File: src/inc/fcw_regs.svh
// Purpose: Constants for the drive command word decoder
// Assumes: 200 MHz system clock, times held in whole milliseconds
// Notes: Guarded; definitions only
// What this block does
// RULE_01 - Keep telegram processing time limit, 1000 ms after reset.
// RULE_02 - Keep character delay and inter-telegram gap, both 0 ms after reset.
// RULE_03 - Eight readable error counters: ok, rejected, framing, overrun, parity, start, checksum, length.
// RULE_04 - Protocol setting 1 selects the drive serial protocol.
// RULE_05 - Parity setting: 0 none, 1 odd, 2 even; even after reset.
// RULE_06 - Telegram loss watchdog, 100 ms after reset; 0 disables it.
// RULE_07 - Bit 0 low: ramp down with normal decel, drive off at standstill.
// RULE_08 - Bit 0 rising: go ready; with bit 3 high energize motor.
// RULE_09 - Bit 1 low: cut drive at once and coast; high allows switch-on.
// RULE_10 - Bit 2 low: fast stop to standstill; high allows switch-on.
// RULE_11 - Bit 3 low cancels pulses at once; high lets pulses run.
// RULE_12 - Bit 4 low forces ramp generator output to zero.
// RULE_13 - Bit 5 low freezes ramp generator output; high tracks setpoint.
// RULE_14 - Bit 6 low decelerates normally; high accelerates to setpoint.
// RULE_15 - Bit 7 rising acknowledges faults; switch-on still high gives inhibit state.
// RULE_16 - Bit 10 low: ignore bus process data; high: accept it.
// RULE_17 - Bit 11 high inverts the speed setpoint sign.
// RULE_18 - Bit 13 raises, bit 14 lowers the motorized setpoint.
// RULE_19 - Fault flag stays set until acknowledged through bit 7.
// RULE_20 - In inhibit, switch-on needs bit 0 low then high again.
// RULE_21 - Reserved bits 8, 9, 12, 15 are ignored.
// RULE_22 - Watchdog timeout under bus control raises a fault.
`ifndef FCW_REGS_SVH
`define FCW_REGS_SVH

`define FCW_CLK_PERIOD_NS 5
`define FCW_MS_NS 1000000

`define FCW_PAR_PROC_TIME 4'h0
`define FCW_PAR_CHAR_DELAY 4'h1
`define FCW_PAR_IDLE_GAP 4'h2
`define FCW_PAR_PROTOCOL 4'h3
`define FCW_PAR_PARITY 4'h4
`define FCW_PAR_WD_TIME 4'h5

`define FCW_RST_PROC_TIME 16'h03E8
`define FCW_RST_CHAR_DELAY 16'h0000
`define FCW_RST_IDLE_GAP 16'h0000
`define FCW_RST_PROTOCOL 16'h0001
`define FCW_RST_PARITY 2'h2
`define FCW_RST_WD_TIME 16'h0064

`define FCW_PROTO_DRIVE 16'h0001
`define FCW_PARITY_MAX 2'h2

`define FCW_BIT_ON 0
`define FCW_BIT_NO_COAST 1
`define FCW_BIT_NO_FAST 2
`define FCW_BIT_OP_EN 3
`define FCW_BIT_RFG_EN 4
`define FCW_BIT_RFG_RUN 5
`define FCW_BIT_SP_EN 6
`define FCW_BIT_ACK 7
`define FCW_BIT_BUS_CTRL 10
`define FCW_BIT_DIR_REV 11
`define FCW_BIT_MOP_UP 13
`define FCW_BIT_MOP_DN 14
`define FCW_USED_MASK 16'h6CFF

`endif

File: src/inc/fcw_pkg.sv
// Purpose: Types for the drive command word decoder
// Assumes: Nothing beyond the constants header
// Notes: State encoding left to the tool
`default_nettype none
package fcw_pkg;

  typedef enum logic [2:0] {
    FCW_ST_INHIBIT,
    FCW_ST_RDY_START,
    FCW_ST_READY,
    FCW_ST_OP_EN,
    FCW_ST_RAMP_DN,
    FCW_ST_FAST_STOP
  } fcw_state_t;

  typedef struct packed {
    logic [15:0] word;
    fcw_state_t st;
    logic fault;
    logic wd_trip;
    logic [17:0] pre;
    logic [15:0] wd_ms;
    logic [15:0] proc_time;
    logic [15:0] char_delay;
    logic [15:0] idle_gap;
    logic [15:0] protocol;
    logic [1:0] parity;
    logic [15:0] wd_time;
    logic [7:0][15:0] cnt;
    logic [15:0] cnt_rd;
  } fcw_main_t;

  typedef struct packed {
    logic [15:0] prev;
    logic rise_on;
    logic rise_ack;
  } fcw_edge_t;

endpackage : fcw_pkg
`default_nettype wire

File: src/logic/fcw_decoder.sv
// Purpose: Decode drive command word, hold bus settings, count bus errors
// Assumes: Framer outside delivers words, settings and error pulses
// Notes: Watchdog counts whole milliseconds from a cycle prescaler
`include "fcw_regs.svh"
`default_nettype none
module fcw_decoder
  import fcw_pkg::*;
#(
  parameter int MS_CYCLES = `FCW_MS_NS / `FCW_CLK_PERIOD_NS
)
(
  input wire logic sys_clk_i,
  input wire logic rst_b_i,
  input wire logic cmd_wr_i,
  input wire logic [15:0] cmd_word_i,
  input wire logic par_wr_i,
  input wire logic [3:0] par_idx_i,
  input wire logic [15:0] par_data_i,
  input wire logic [7:0] err_evt_i,
  input wire logic [2:0] cnt_idx_i,
  input wire logic drive_fault_i,
  input wire logic standstill_i,
  output logic [15:0] cnt_data_o,
  output logic pulse_en_o,
  output logic ramp_stop_o,
  output logic coast_stop_o,
  output logic fast_stop_o,
  output logic rfg_zero_o,
  output logic rfg_hold_o,
  output logic setpoint_en_o,
  output logic dir_rev_o,
  output logic mop_up_o,
  output logic mop_down_o,
  output logic bus_ctrl_o,
  output logic fault_o,
  output logic inhibit_o,
  output logic ready_o,
  output logic op_en_o,
  output logic [15:0] proc_time_o,
  output logic [15:0] char_delay_o,
  output logic [15:0] idle_gap_o,
  output logic drive_proto_o,
  output logic [1:0] parity_o,
  output logic [15:0] wd_time_o
);

  localparam logic [17:0] PRE_LAST = 18'(MS_CYCLES - 1);

  fcw_main_t q;
  fcw_main_t d;
  logic rise_on;
  logic rise_ack;
  logic w_on;
  logic w_nocoast;
  logic w_nofast;
  logic w_op;
  logic ms_tick;
  logic wd_expire;
  logic fault_set;

  function automatic logic [15:0] sat_inc(input logic [15:0] v);
    sat_inc = (v == 16'hFFFF) ? v : v + 16'h0001;
  endfunction : sat_inc

  fcw_cmd_edge u_edge (
    .sys_clk_i(sys_clk_i),
    .rst_b_i(rst_b_i),
    .word_i(q.word),
    .rise_on_o(rise_on),
    .rise_ack_o(rise_ack)
  );

  assign w_on = q.word[`FCW_BIT_ON];
  assign w_nocoast = q.word[`FCW_BIT_NO_COAST];
  assign w_nofast = q.word[`FCW_BIT_NO_FAST];
  assign w_op = q.word[`FCW_BIT_OP_EN];
  assign ms_tick = (q.pre == PRE_LAST);
  // Trip once per loss, only under bus control
  assign wd_expire = (q.wd_time != 16'h0000) && q.word[`FCW_BIT_BUS_CTRL] // see RULE_06
                     && (q.wd_ms >= q.wd_time) && !q.wd_trip; // see RULE_22
  assign fault_set = drive_fault_i | wd_expire;

  always_comb
  begin
    d = q;
    // Command word; bus control low leaves the other commands untouched
    if (cmd_wr_i)
    begin
      if (cmd_word_i[`FCW_BIT_BUS_CTRL])
      begin
        d.word = cmd_word_i & `FCW_USED_MASK; // see RULE_16 see RULE_21
      end
      else
      begin
        d.word[`FCW_BIT_BUS_CTRL] = 1'b0; // see RULE_16
      end
    end
    // Settings
    if (par_wr_i)
    begin
      case (par_idx_i)
        `FCW_PAR_PROC_TIME: d.proc_time = par_data_i; // see RULE_01
        `FCW_PAR_CHAR_DELAY: d.char_delay = par_data_i; // see RULE_02
        `FCW_PAR_IDLE_GAP: d.idle_gap = par_data_i; // see RULE_02
        `FCW_PAR_PROTOCOL: d.protocol = par_data_i; // see RULE_04
        `FCW_PAR_PARITY:
        begin
          if (par_data_i[1:0] <= `FCW_PARITY_MAX && par_data_i[15:2] == 14'h0000)
          begin
            d.parity = par_data_i[1:0]; // see RULE_05
          end
        end
        `FCW_PAR_WD_TIME: d.wd_time = par_data_i; // see RULE_06
        default: d.parity = q.parity;
      endcase
    end
    // Error statistics, saturating
    for (int i = 0; i < 8; i++)
    begin
      if (err_evt_i[i])
      begin
        d.cnt[i] = sat_inc(q.cnt[i]); // see RULE_03
      end
    end
    d.cnt_rd = q.cnt[cnt_idx_i]; // see RULE_03
    // Watchdog: restart on each good telegram or while not monitoring
    d.pre = ms_tick ? 18'h00000 : q.pre + 18'h00001;
    if (err_evt_i[0] || q.wd_time == 16'h0000 || !q.word[`FCW_BIT_BUS_CTRL])
    begin
      d.wd_ms = 16'h0000; // see RULE_06
      d.wd_trip = 1'b0;
    end
    else
    begin
      if (ms_tick)
      begin
        d.wd_ms = sat_inc(q.wd_ms);
      end
      if (wd_expire)
      begin
        d.wd_trip = 1'b1; // see RULE_22
      end
    end
    // Fault flag; a new fault beats a simultaneous acknowledge
    if (fault_set)
    begin
      d.fault = 1'b1; // see RULE_19 see RULE_22
    end
    else if (rise_ack)
    begin
      d.fault = 1'b0; // see RULE_15 see RULE_19
    end
    // Drive sequencing
    if (fault_set || q.fault)
    begin
      d.st = FCW_ST_INHIBIT; // see RULE_15
    end
    else
    begin
      case (q.st)
        FCW_ST_INHIBIT:
        begin
          if (!w_on && w_nocoast && w_nofast)
          begin
            d.st = FCW_ST_RDY_START; // see RULE_20
          end
        end
        FCW_ST_RDY_START:
        begin
          if (!w_nocoast || !w_nofast)
          begin
            d.st = FCW_ST_INHIBIT; // see RULE_09 see RULE_10
          end
          else if (rise_on)
          begin
            d.st = FCW_ST_READY; // see RULE_08
          end
        end
        FCW_ST_READY, FCW_ST_OP_EN:
        begin
          if (!w_nocoast)
          begin
            d.st = FCW_ST_INHIBIT; // see RULE_09
          end
          else if (!w_nofast)
          begin
            d.st = FCW_ST_FAST_STOP; // see RULE_10
          end
          else if (!w_on)
          begin
            d.st = FCW_ST_RAMP_DN; // see RULE_07
          end
          else if (w_op)
          begin
            d.st = FCW_ST_OP_EN; // see RULE_08
          end
          else
          begin
            d.st = FCW_ST_READY; // see RULE_11
          end
        end
        FCW_ST_RAMP_DN:
        begin
          if (!w_nocoast)
          begin
            d.st = FCW_ST_INHIBIT; // see RULE_09
          end
          else if (!w_nofast)
          begin
            d.st = FCW_ST_FAST_STOP; // see RULE_10
          end
          else if (rise_on)
          begin
            d.st = FCW_ST_READY; // see RULE_08
          end
          else if (standstill_i)
          begin
            d.st = FCW_ST_RDY_START; // see RULE_07
          end
        end
        FCW_ST_FAST_STOP:
        begin
          if (!w_nocoast || standstill_i)
          begin
            d.st = FCW_ST_INHIBIT; // see RULE_10
          end
        end
        default: d.st = FCW_ST_INHIBIT;
      endcase
    end
  end

  always_ff @(posedge sys_clk_i)
  begin
    if (!rst_b_i)
    begin
      q <= '0;
      q.st <= FCW_ST_INHIBIT;
      q.proc_time <= `FCW_RST_PROC_TIME; // see RULE_01
      q.char_delay <= `FCW_RST_CHAR_DELAY; // see RULE_02
      q.idle_gap <= `FCW_RST_IDLE_GAP; // see RULE_02
      q.protocol <= `FCW_RST_PROTOCOL;
      q.parity <= `FCW_RST_PARITY; // see RULE_05
      q.wd_time <= `FCW_RST_WD_TIME; // see RULE_06
    end
    else
    begin
      q <= d;
    end
  end

  // Pulses stay on while braking, off at once on coast or bit 3 low
  assign pulse_en_o = (q.st == FCW_ST_OP_EN || q.st == FCW_ST_RAMP_DN || q.st == FCW_ST_FAST_STOP)
                      && w_op && w_nocoast && !q.fault; // see RULE_11 see RULE_09
  assign ramp_stop_o = (q.st == FCW_ST_RAMP_DN); // see RULE_07
  assign coast_stop_o = !w_nocoast; // see RULE_09
  assign fast_stop_o = (q.st == FCW_ST_FAST_STOP); // see RULE_10
  assign rfg_zero_o = !q.word[`FCW_BIT_RFG_EN]; // see RULE_12
  assign rfg_hold_o = !q.word[`FCW_BIT_RFG_RUN]; // see RULE_13
  assign setpoint_en_o = q.word[`FCW_BIT_SP_EN]; // see RULE_14
  assign dir_rev_o = q.word[`FCW_BIT_DIR_REV]; // see RULE_17
  assign mop_up_o = q.word[`FCW_BIT_MOP_UP]; // see RULE_18
  assign mop_down_o = q.word[`FCW_BIT_MOP_DN]; // see RULE_18
  assign bus_ctrl_o = q.word[`FCW_BIT_BUS_CTRL]; // see RULE_16
  assign fault_o = q.fault;
  assign inhibit_o = (q.st == FCW_ST_INHIBIT);
  assign ready_o = (q.st == FCW_ST_READY || q.st == FCW_ST_OP_EN);
  assign op_en_o = (q.st == FCW_ST_OP_EN);
  assign proc_time_o = q.proc_time;
  assign char_delay_o = q.char_delay;
  assign idle_gap_o = q.idle_gap;
  assign drive_proto_o = (q.protocol == `FCW_PROTO_DRIVE); // see RULE_04
  assign parity_o = q.parity;
  assign wd_time_o = q.wd_time;
  assign cnt_data_o = q.cnt_rd;
endmodule : fcw_decoder
`default_nettype wire

File: src/logic/fcw_cmd_edge.sv
// Purpose: Rising edge detect on switch-on and acknowledge bits
// Assumes: Word is the registered effective command word
// Notes: Pulses last one cycle, one cycle after the word changes
`include "fcw_regs.svh"
`default_nettype none
module fcw_cmd_edge
  import fcw_pkg::*;
(
  input wire logic sys_clk_i,
  input wire logic rst_b_i,
  input wire logic [15:0] word_i,
  output logic rise_on_o,
  output logic rise_ack_o
);

  fcw_edge_t q;
  fcw_edge_t d;

  always_comb
  begin
    d = q;
    d.prev = word_i;
    d.rise_on = word_i[`FCW_BIT_ON] & ~q.prev[`FCW_BIT_ON]; // see RULE_08
    d.rise_ack = word_i[`FCW_BIT_ACK] & ~q.prev[`FCW_BIT_ACK]; // see RULE_15
  end

  always_ff @(posedge sys_clk_i)
  begin
    if (!rst_b_i)
    begin
      q <= '0;
    end
    else
    begin
      q <= d;
    end
  end

  assign rise_on_o = q.rise_on;
  assign rise_ack_o = q.rise_ack;

endmodule : fcw_cmd_edge
`default_nettype wire

File: config.mk
export PLATFORM = sky130hd
export DESIGN_NAME = fcw_decoder
export DESIGN_NICKNAME = d
export VERILOG_FILES = /design/src/inc/fcw_pkg.sv /design/src/logic/fcw_decoder.sv /design/src/logic/fcw_cmd_edge.sv
export VERILOG_INCLUDE_DIRS = /design/src /design/src/inc
export SDC_FILE = /design/constraint.sdc
export NUM_CORES = 1
export LEC_CHECK = 0
export ABC_AREA = 1
export BUFFER_PORTS_ARGS = -buffer_cell sky130_fd_sc_hd__buf_4
export CAP_MARGIN = 10
export CORE_AREA = 2 2 169 171
export CTS_BUF_LIST = sky130_fd_sc_hd__clkbuf_16
export DETAILED_ROUTE_END_ITERATION = 7
export DIE_AREA = 0 0 171 173
export GPL_ROUTABILITY_DRIVEN = 0
export PLACE_DENSITY_LB_ADDON = 0.05
export RECOVER_POWER = 100
export SLEW_MARGIN = 20
export SYNTH_ARGS = -nofsm -noshare
export SYNTH_HDL_FRONTEND = slang
export SYNTH_SLANG_ARGS = --single-unit
File: constraint.sdc
create_clock -name sys_clk_i -period 1.5 [get_ports sys_clk_i]
set_input_delay 0.075 -clock sys_clk_i [delete_from_list [all_inputs] [get_ports sys_clk_i]]
set_output_delay 0.075 -clock sys_clk_i [all_outputs]
set_load 0.005 [all_outputs]
; Word-level counts from Yosys, hierarchy flattened
; Cells that the tools add are included.
[word_totals]
reg_bits = 287
latchBits = 0
ramBits = 0
mem_bits_ro = 0
input_bits = 53
output_inout_bits = 98
word_cells = 148
memories = 0
[classes]
add_sub_neg = 10
n_mul = 0
n_div = 0
magnitude_cmp = 3
n_eq_ne = 25
shift = 0
n_mux = 18
n_bitwise = 15
reduce_logical = 52
[op_table]
columns = cell, n
row1 = $add 16x1->16 const B, 9
row2 = $eq 16x16->1 const B, 9
row3 = $bmux 16 s3, 1
row4 = $mux 3, 11
row5 = $reduce_and 2->1, 15
row6 = $add 18x1->18 const B, 1
row7 = $eq 18x18->1 const B, 1
row8 = $eq 16x1->1 const B, 1
row9 = $ge 16x16->1, 1
row10 = $logic_not 16->1, 1
row11 = $mux 16, 1
row12 = $reduce_bool 16->1, 1
row13 = $pmux 3 s5, 1
row14 = $logic_not 14->1, 1
row15 = $not 1->1, 12
row16 = $logic_and 1x1->1, 9
row17 = $eq 4x2->1 const B, 2
row18 = $eq 4x3->1 const B, 2
row19 = $logic_not 1->1, 8
row20 = $logic_or 1x1->1, 8
row21 = $reduce_or 2->1, 4
row22 = $eq 3x2->1 const B, 2
row23 = $eq 3x3->1 const B, 2
row24 = $ne 5x4->1 const B, 1
row25 = other kinds (14), 19

; Logic depth before layout (Yosys ltp)
; Gate-level depths: netlist of run 1.
[depth]
ltp_word = 7
depth_mapped = 15

; By module
; Synthesis of run 1 repeated with hierarchy kept, for this count alone.
[hier_totals]
hier_cells = 2171
hier_area_um2 = 14808.0
[modules_own_cells]
columns = mod, n_inst, cells_each, area_each_um2, seq_area_each_um2
row1 = fcw_decoder, 1, 2161, 14700.3, 5545.3
row2 = fcw_cmd_edge, 1, 10, 107.6, 80.1

; Worst setup path after synthesis of run 1
; Ideal clock, no wire load.
[synth_timing]
path_type = reg-to-reg
startpoint = register q[16] in the netlist's numbering
endpoint = register q[16] in the netlist's numbering
arrival_time_ns = 1.441
slack_ns = -0.064
stages_incl_launch_ff = 10
path_buffers = 1
synth_period_minus_slack_ns = 1.564
path_cell_list = dfxtp_1 ha_1 nand3_1 nor2_1 nand3_1 nand2_2 inv_1 buf_2 o21ai_1 a21oi_1
[synth_between]
elab_chain_cells = 3
elab_cells_between_ends = 4
classes_between = 1 x add/sub / 1 x eq/ne / 1 x bitwise / 1 x reduce/logical
[synth_lines]
columns = element, line_no
row1 = from (decl), fcw_decoder.sv:49  ; fcw_main_t q;
row2 = branches (longest 3 deep; another with $add 16x1->16), n/a
; Parallel ways; which one is timed is not known.
; A chain may end at the register's enable or synchronous reset.

==> results of run 1 <==
-- timing repair --
item / 4_1_cts / 5_1_grt
pin swaps: 46 / 123
endpoints found under the hold margin: 167 / 0
cloned: 6 / 6
setup buffers: 22 / 37
hold buffers: 72 / 0
setup endpoints to repair: 125 / 176
gates resized for setup: 121 / 360
-- worst max-delay path, stage by stage --
cell and delay [ps]:
dlygate4sd3_1 520, clkbuf_2 260, inv_2 100, buf_12 210
a21oi_1 170, dlygate4sd3_1 570, o21ai_0 80
-- power groups by stage --
stage	registers, mW	clock network [mW]	logic, mW
after global placement	7.86	0	1.34
after detailed placement	7.87	0	1.37
after global routing	7.74	8.00	1.88
after CTS	7.72	7.66	1.57
final	7.73	7.57	1.75
after floorplan	7.86	0	0.768
-- sequential cells by signal, indices dropped and copies added, names as in the netlist --
register,flops
mop_up_o,1
dir_rev_o,1
parity_o,2
mop_down_o,1
char_delay_o,16
idle_gap_o,16
u_edge.rise_ack_o,1
fault_o,1
proc_time_o,16
cnt_data_o,16
u_edge.rise_on_o,1
bus_ctrl_o,1
q,189
u_edge.q,2
setpoint_en_o,1
wd_time_o,16
-- per-layer routing --
layer | vias up | global-route usage, %
met5 | - | 0
met4 | 0 | 9.71
met3 | 113 | 3.41
met2 | 551 | 49.7
met1 | 7418 | 37.1
li1 | 7773 | -
-- final cells by class --
type                    instances  area [sq um]
clock inverters                27           229
well taps                     378           473
repair inverters                4          32.5
repair buffers                491          4100
flip-flops and latches        281          5730
inverters                     272          1050
multi-input cells            1442          8580
fillers                      2131          6660
clock buffers                  31           776
-- worst min-delay path by stage --
stage	end	from	slack, ps	depth (start not counted)
finish	wd_time_o[14]	par_data_i[14]	-40	3
global route	wd_time_o[14]	par_data_i[14]	-20	3
CTS	parity_o[1]	par_data_i[13]	-60	5
detailed placement	q[272]	cmd_word_i[7]	340	3
global placement	mop_down_o	cmd_word_i[14]	330	3
floorplan	wd_time_o[2]	par_data_i[2]	200	2
-- layout by cell type (no fill, tap or decap), drive strengths merged --
cell type and count:
bufinv 4, dlymetal6s4s 1, xnor2 18, a21oi 240, clkbuf 121, nand4 48, clkinvlp 5, clkinv 18
a211oi 3, o21ai 227, o211ai 8, nor2 197, nor4 6, ha 26, a31oi 16, nand3 110
nand3b 5, dfxtp 281, inv 276, o21bai 1, xor2 36, a221oi 1, nor3b 15, dlygate4sd3 68
o31ai 2, or2 4, nand2 377, nor3 97, and3 5, buf 332
-- cells by family (layout without fill, tap and decap cells) --
family / Yosys count / count (layout) / share of synthesized area (%)
compound gates: 498 / 498 / 17.3
xor+xnor: 54 / 54 / 3.19
fa+ha+maj: 26 / 26 / 2.19
buf+inv: 436 / 825 / 13.6
flops: 281 / 281 / 37.9
simple gates: 864 / 864 / 25.8
-- stage by stage --
| stage | power [mW] | TNS [ps] | setup WS, ps | hold slack (ps) |
|---|---|---|---|---|
| floorplan | 8.63 | -3.76 | -3.76 | 201 |
| detailed placement | 9.23 | -4220 | -124 | 342 |
| global placement | 9.21 | -1090 | -56.0 | 330 |
| finish | 17.0 | -2050 | -76.4 | -36.1 |
| global route | 17.6 | -10470 | -193 | -17.0 |
| CTS | 16.9 | -435 | -97.5 | -59.4 |
==> run_results.csv, run 1 <==
group,metric,value,unit
run_status,outcome,"finished, violations left",
run_status,violations,"hold timing, setup timing",
synth,postSynthAreaPerCell,6.87,sq um
power_and_ir_drop,vdd_drop_max,0.00101,V
route,drt-vias-per-instance,5.42,
sta,skew,20.8,ps
power_and_ir_drop,p_int,12.8,mW
route,drc,0,
floorplanning,core,0.0276,sq mm
floorplanning,die_x,171,um
power_and_ir_drop,switchingPower,4.23,mW
job,max_cap_violations,0,
sta,slew_headroom,50.5,%
floorplanning,dieArea,0.0296,sq mm
power_and_ir_drop,power.leakage,8.19,nW
grt,grt-ovfl-total,0,
sta,hold_violations,1,
setup_path,startpoint,"rst_b_i",
floorplanning,die_h,173,um
clock_tree,clock_latency,570,ps
setup_path,start_kind,"input port",
floorplanning,start_util,53.7,%
placed_design,place_hpwl,29700,um
setup_path,r2r-end,"q[83]",
setup_path,cp-end-kind,"register",
clock_tree,cts-htree-levels,1,
synth,synthTopCellsByArea,"dfxtp_1, nand2_1, a21oi_1, o21ai_0, inv_1",
synth,seq_area_frac_synth,37.9,%
sta,setup_ws,-76.4,ps
clock_tree,cts.path.max_buffers,3,
sta,rsz0062_at_grt,"yes",
power_and_ir_drop,clkPwrFrac,44.4,%
power_and_ir_drop,comb_power_share,10.3,%
grt,track_usage,28.8,%
sta,finalSetupViolations,65,
floorplanning,ioPinCount,151,
power_and_ir_drop,swShare,24.8,%
sta,period_needed,1580,ps
synth,syn-num-nets,2238,
setup_path,setup.worst_path.end,"wd_time_o[6]",
route,top_layer_used,"met4",
setup_path,required,1930,ps
clock_tree,cts.sinks,281,
sta,holdWs,-36.1,ps
clock_tree,root_buffer,"clkbuf_16",
route,wl_met2,23400,um
sta,finalCritPeriodShare,105,%
final_layout,design_area,0.0210,sq mm
route,ant_nets,0,
final_layout,layoutNonFillerInstCount,2926,
placed_design,port_buffers,146,
grt,grt_start_max_net_pins,80,
clock_tree,path_clk_slew,60,ps
grt,grt_pass1_vias,14700,
final_layout,nets,2602,
route,wl_per_cell,16.2,um
placed_design,dp.cells,2735,
clock_tree,cts_inserted_buffers,31,
setup_path,regToRegStartpoint,"q[80]",
power_and_ir_drop,pwr-share-seq,45.3,%
min_path,hold_path_class,"in -> reg",
sta,worst_slew_pin_slew,742,ps
route,totalWireLength,47300,um
setup_path,crit_path_max_fanout,54,
synth,yosys-top-cells-count,"nand2_1, dfxtp_1, inv_1",
synth,synth.most_common_cell,"nand2_1",
placed_design,postPlaceCellArea,0.0172,sq mm
power_and_ir_drop,powerDensity,813,mW/mm^2
synth,synth_top_area_cell,"dfxtp_1",
grt,grt_antenna_before_repair,0,
synth,ys_seq_elements,281,
route,first_pass_iters,6,
synth,synth_edf_count,0,
synth,async_flop_share,0,%
synth,synthesis.area,0.0148,sq mm
clock_tree,cts_tree,"done",
synth,ys_types,41,
synth,yosysTopAreaCellShare,37.9,%
route,drtIter0Drc,1208,
route,wl_met1,19800,um
setup_path,arrival,2010,ps
setup_path,r2r_cells,10,
synth,synth-main-ff-cell,"dfxtp_1",
final_layout,antenna_cells,0,
synth,syn_inst,2159,
floorplanning,row_count,61,
final_layout,area_growth,41.3,%
sta,timing.fmax,634,MHz
setup_path,critPathKind,"in -> reg",
setup_path,worst-r2r-setup-slack,-70,ps
route,num_vias,15900,
final_layout,drive_gt1_share,31.8,%
sta,slew_viol_final,0,
synth,yosysWarnings,0,
final_layout,post-route-util,75.9,%
grt,grt_first_pass_wirelength,70900,um
route,met3_length,2650,um
No activity file was read; power rests on OpenSTA's default activity.
==> run 2: changes to the inputs <==
Settings changed: CORE_AREA 2 2 169 171 to 8 8 162 164, DIE_AREA 0 0 171 173 to 0 0 170 172.
Clock period 1.5 ns to 1.9 ns, I/O delays scaled along.
==> run_results.csv, run 2 (synthesized netlist as in run 1, its figures left out) <==
group,metric,value,unit
min_path,hold_depth,5,
sta,finalSetupViolations,0,
floorplanning,start_util,62.3,%
power_and_ir_drop,powerDensity,744,mW/mm^2
placed_design,place_ws,103,ps
clock_tree,cts-htree-levels,1,
setup_path,startpoint,"q[243]",
route,drt-vias-per-instance,5.54,
route,num_vias,14500,
power_and_ir_drop,switchingPower,3.21,mW
clock_tree,cts_inserted_buffers,31,
final_layout,final_cell_mix,"nand2_1, dfxtp_1, inv_1",
sta,timing.fmax,548,MHz
sta,period_needed,1830,ps
setup_path,arrival,2300,ps
floorplanning,dieArea,0.0292,sq mm
route,wl_per_cell,15.5,um
placed_design,postPlaceCellArea,0.0157,sq mm
clock_tree,cts.sinks,281,
grt,grt-ovfl-total,0,
clock_tree,clock_latency,550,ps
sta,hold_violations,0,
sta,setup_ws,74.7,ps
floorplanning,ioPinCount,151,
sta,slew_headroom,53.3,%
setup_path,worst-r2r-setup-slack,70,ps
power_and_ir_drop,clkPwrFrac,43.9,%
final_layout,design_area,0.0171,sq mm
grt,track_usage,26.8,%
final_layout,largest_reg_flops,189,
final_layout,area_growth,15.4,%
placed_design,place_hpwl,28100,um
power_and_ir_drop,comb_power_share,8.3,%
sta,skew,12.0,ps
clock_tree,cts.path.max_buffers,3,
power_and_ir_drop,swShare,25.2,%
route,drtIter0Drc,1358,
floorplanning,row_count,57,
route,totalWireLength,40600,um
sta,rsz0062_at_grt,"yes",
grt,grt_start_max_net_pins,85,
grt,grt_first_pass_wirelength,65700,um
final_layout,regMostFlops,"q",
floorplanning,die_x,170,um
setup_path,r2r_cells,8,
power_and_ir_drop,p_int,9.54,mW
power_and_ir_drop,vdd_drop_max,0.000610,V
setup_path,regToRegStartpoint,"q[243]",
floorplanning,core,0.0238,sq mm
final_layout,nets,2349,
setup_path,start_kind,"register",
final_layout,layout_commonest_cell,"nand2_1",
setup_path,r2r-end,"q[235]",
clock_tree,cts_tree,"done",
clock_tree,root_buffer,"clkbuf_16",
route,drc,0,
sta,finalCritPeriodShare,96.1,%
floorplanning,die_h,172,um
route,first_pass_iters,7,
sta,slew_viol_final,0,
setup_path,cp-end-kind,"register",
clock_tree,path_clk_slew,70,ps
route,ant_nets,0,
min_path,hold_path_class,"in -> reg",
final_layout,drive_gt1_share,11.4,%
setup_path,critPathKind,"reg -> reg",
power_and_ir_drop,power.leakage,6.46,nW
setup_path,setup.worst_path.end,"q[235]",
grt,grt_pass1_vias,13500,
sta,worst_slew_pin_slew,700,ps
run_status,outcome,"finished, final reports clean",
setup_path,crit_path_max_fanout,11,
setup_path,required,2370,ps
power_and_ir_drop,pwr-share-seq,47.8,%
grt,grt_antenna_before_repair,0,
job,max_cap_violations,0,
placed_design,port_buffers,146,
## run 2: area by class of cell
class                           count  area [sq um]
Timing Repair inverter              2          12.5
Clock inverter                     24           161
Clock buffer                       31           776
Multi-Input combinational cell   1442          7250
Fill cell                        2052          6690
Tap cell                          324           405
Timing Repair Buffer              240          1860
Antenna cell                        1          2.50
Sequential cell                   281          5630
Inverter                          272          1040
## run 2: worst max-delay path: stages (launching register included)
cell and delay, ps:
dfxtp_1 380, ha_1 240, nand3_2 120, nor2_1 180
nand3_2 150, a21oi_4 210, buf_4 220, nand2_1 80
a21oi_1 160
## run 2: power groups by stage
| stage | clock network, mW | logic, mW | registers (mW) |
|---|---|---|---|
| floorplan | 0 | 0.606 | 6.20 |
| global placement | 0 | 0.950 | 6.21 |
| detailed placement | 0 | 0.967 | 6.22 |
| finish | 5.60 | 1.06 | 6.09 |
| CTS | 5.68 | 1.05 | 6.09 |
| global route | 5.92 | 1.16 | 6.10 |
## run 2: stage by stage
stage / std cells / power (mW) / setup TNS [ps] / hold slack [ps] / util (%)
3_3_place_gp: 2509 / 7.16 / 0 / 346 / 66.1
4_1_cts: 2610 / 12.8 / 0 / 1.38 / 71.9
2_1_floorplan: 2159 / 6.81 / 0 / 221 / -
6_report: 2617 / 12.7 / 0 / 17.1 / 71.9
3_5_place_dp: 2509 / 7.19 / 0 / 351 / 66.1
5_1_grt: 2616 / 13.2 / -23.5 / 28.9 / 71.9
## run 2: metal layers
layer	wire length (um)	vias to the layer above	global-route usage (%)
met1	16700	6691	32.2
li1	-	7248	-
met2	20300	472	48.4
met4	1230	0	9.38
met3	2370	92	3.63
met5	0	-	0
## run 2: what timing repair did
action,in CTS,in global routing
resized for setup,0,26
endpoints found under the setup margin,0,57
hold buffers,46,0
buffers inserted,0,4
endpoints found under the hold margin,137,0
## run 2: worst min-delay path by stage
stage                         startpoint            end  slack, ps
after floorplan            par_data_i[2]   wd_time_o[2]        220
after global placement    cmd_word_i[11]      dir_rev_o        350
after detailed placement  cmd_word_i[13]       mop_up_o        350
after CTS                   cnt_idx_i[1]  cnt_data_o[3]          1
after global routing        cnt_idx_i[1]  cnt_data_o[3]         30
final                       cnt_idx_i[1]  cnt_data_o[3]         20
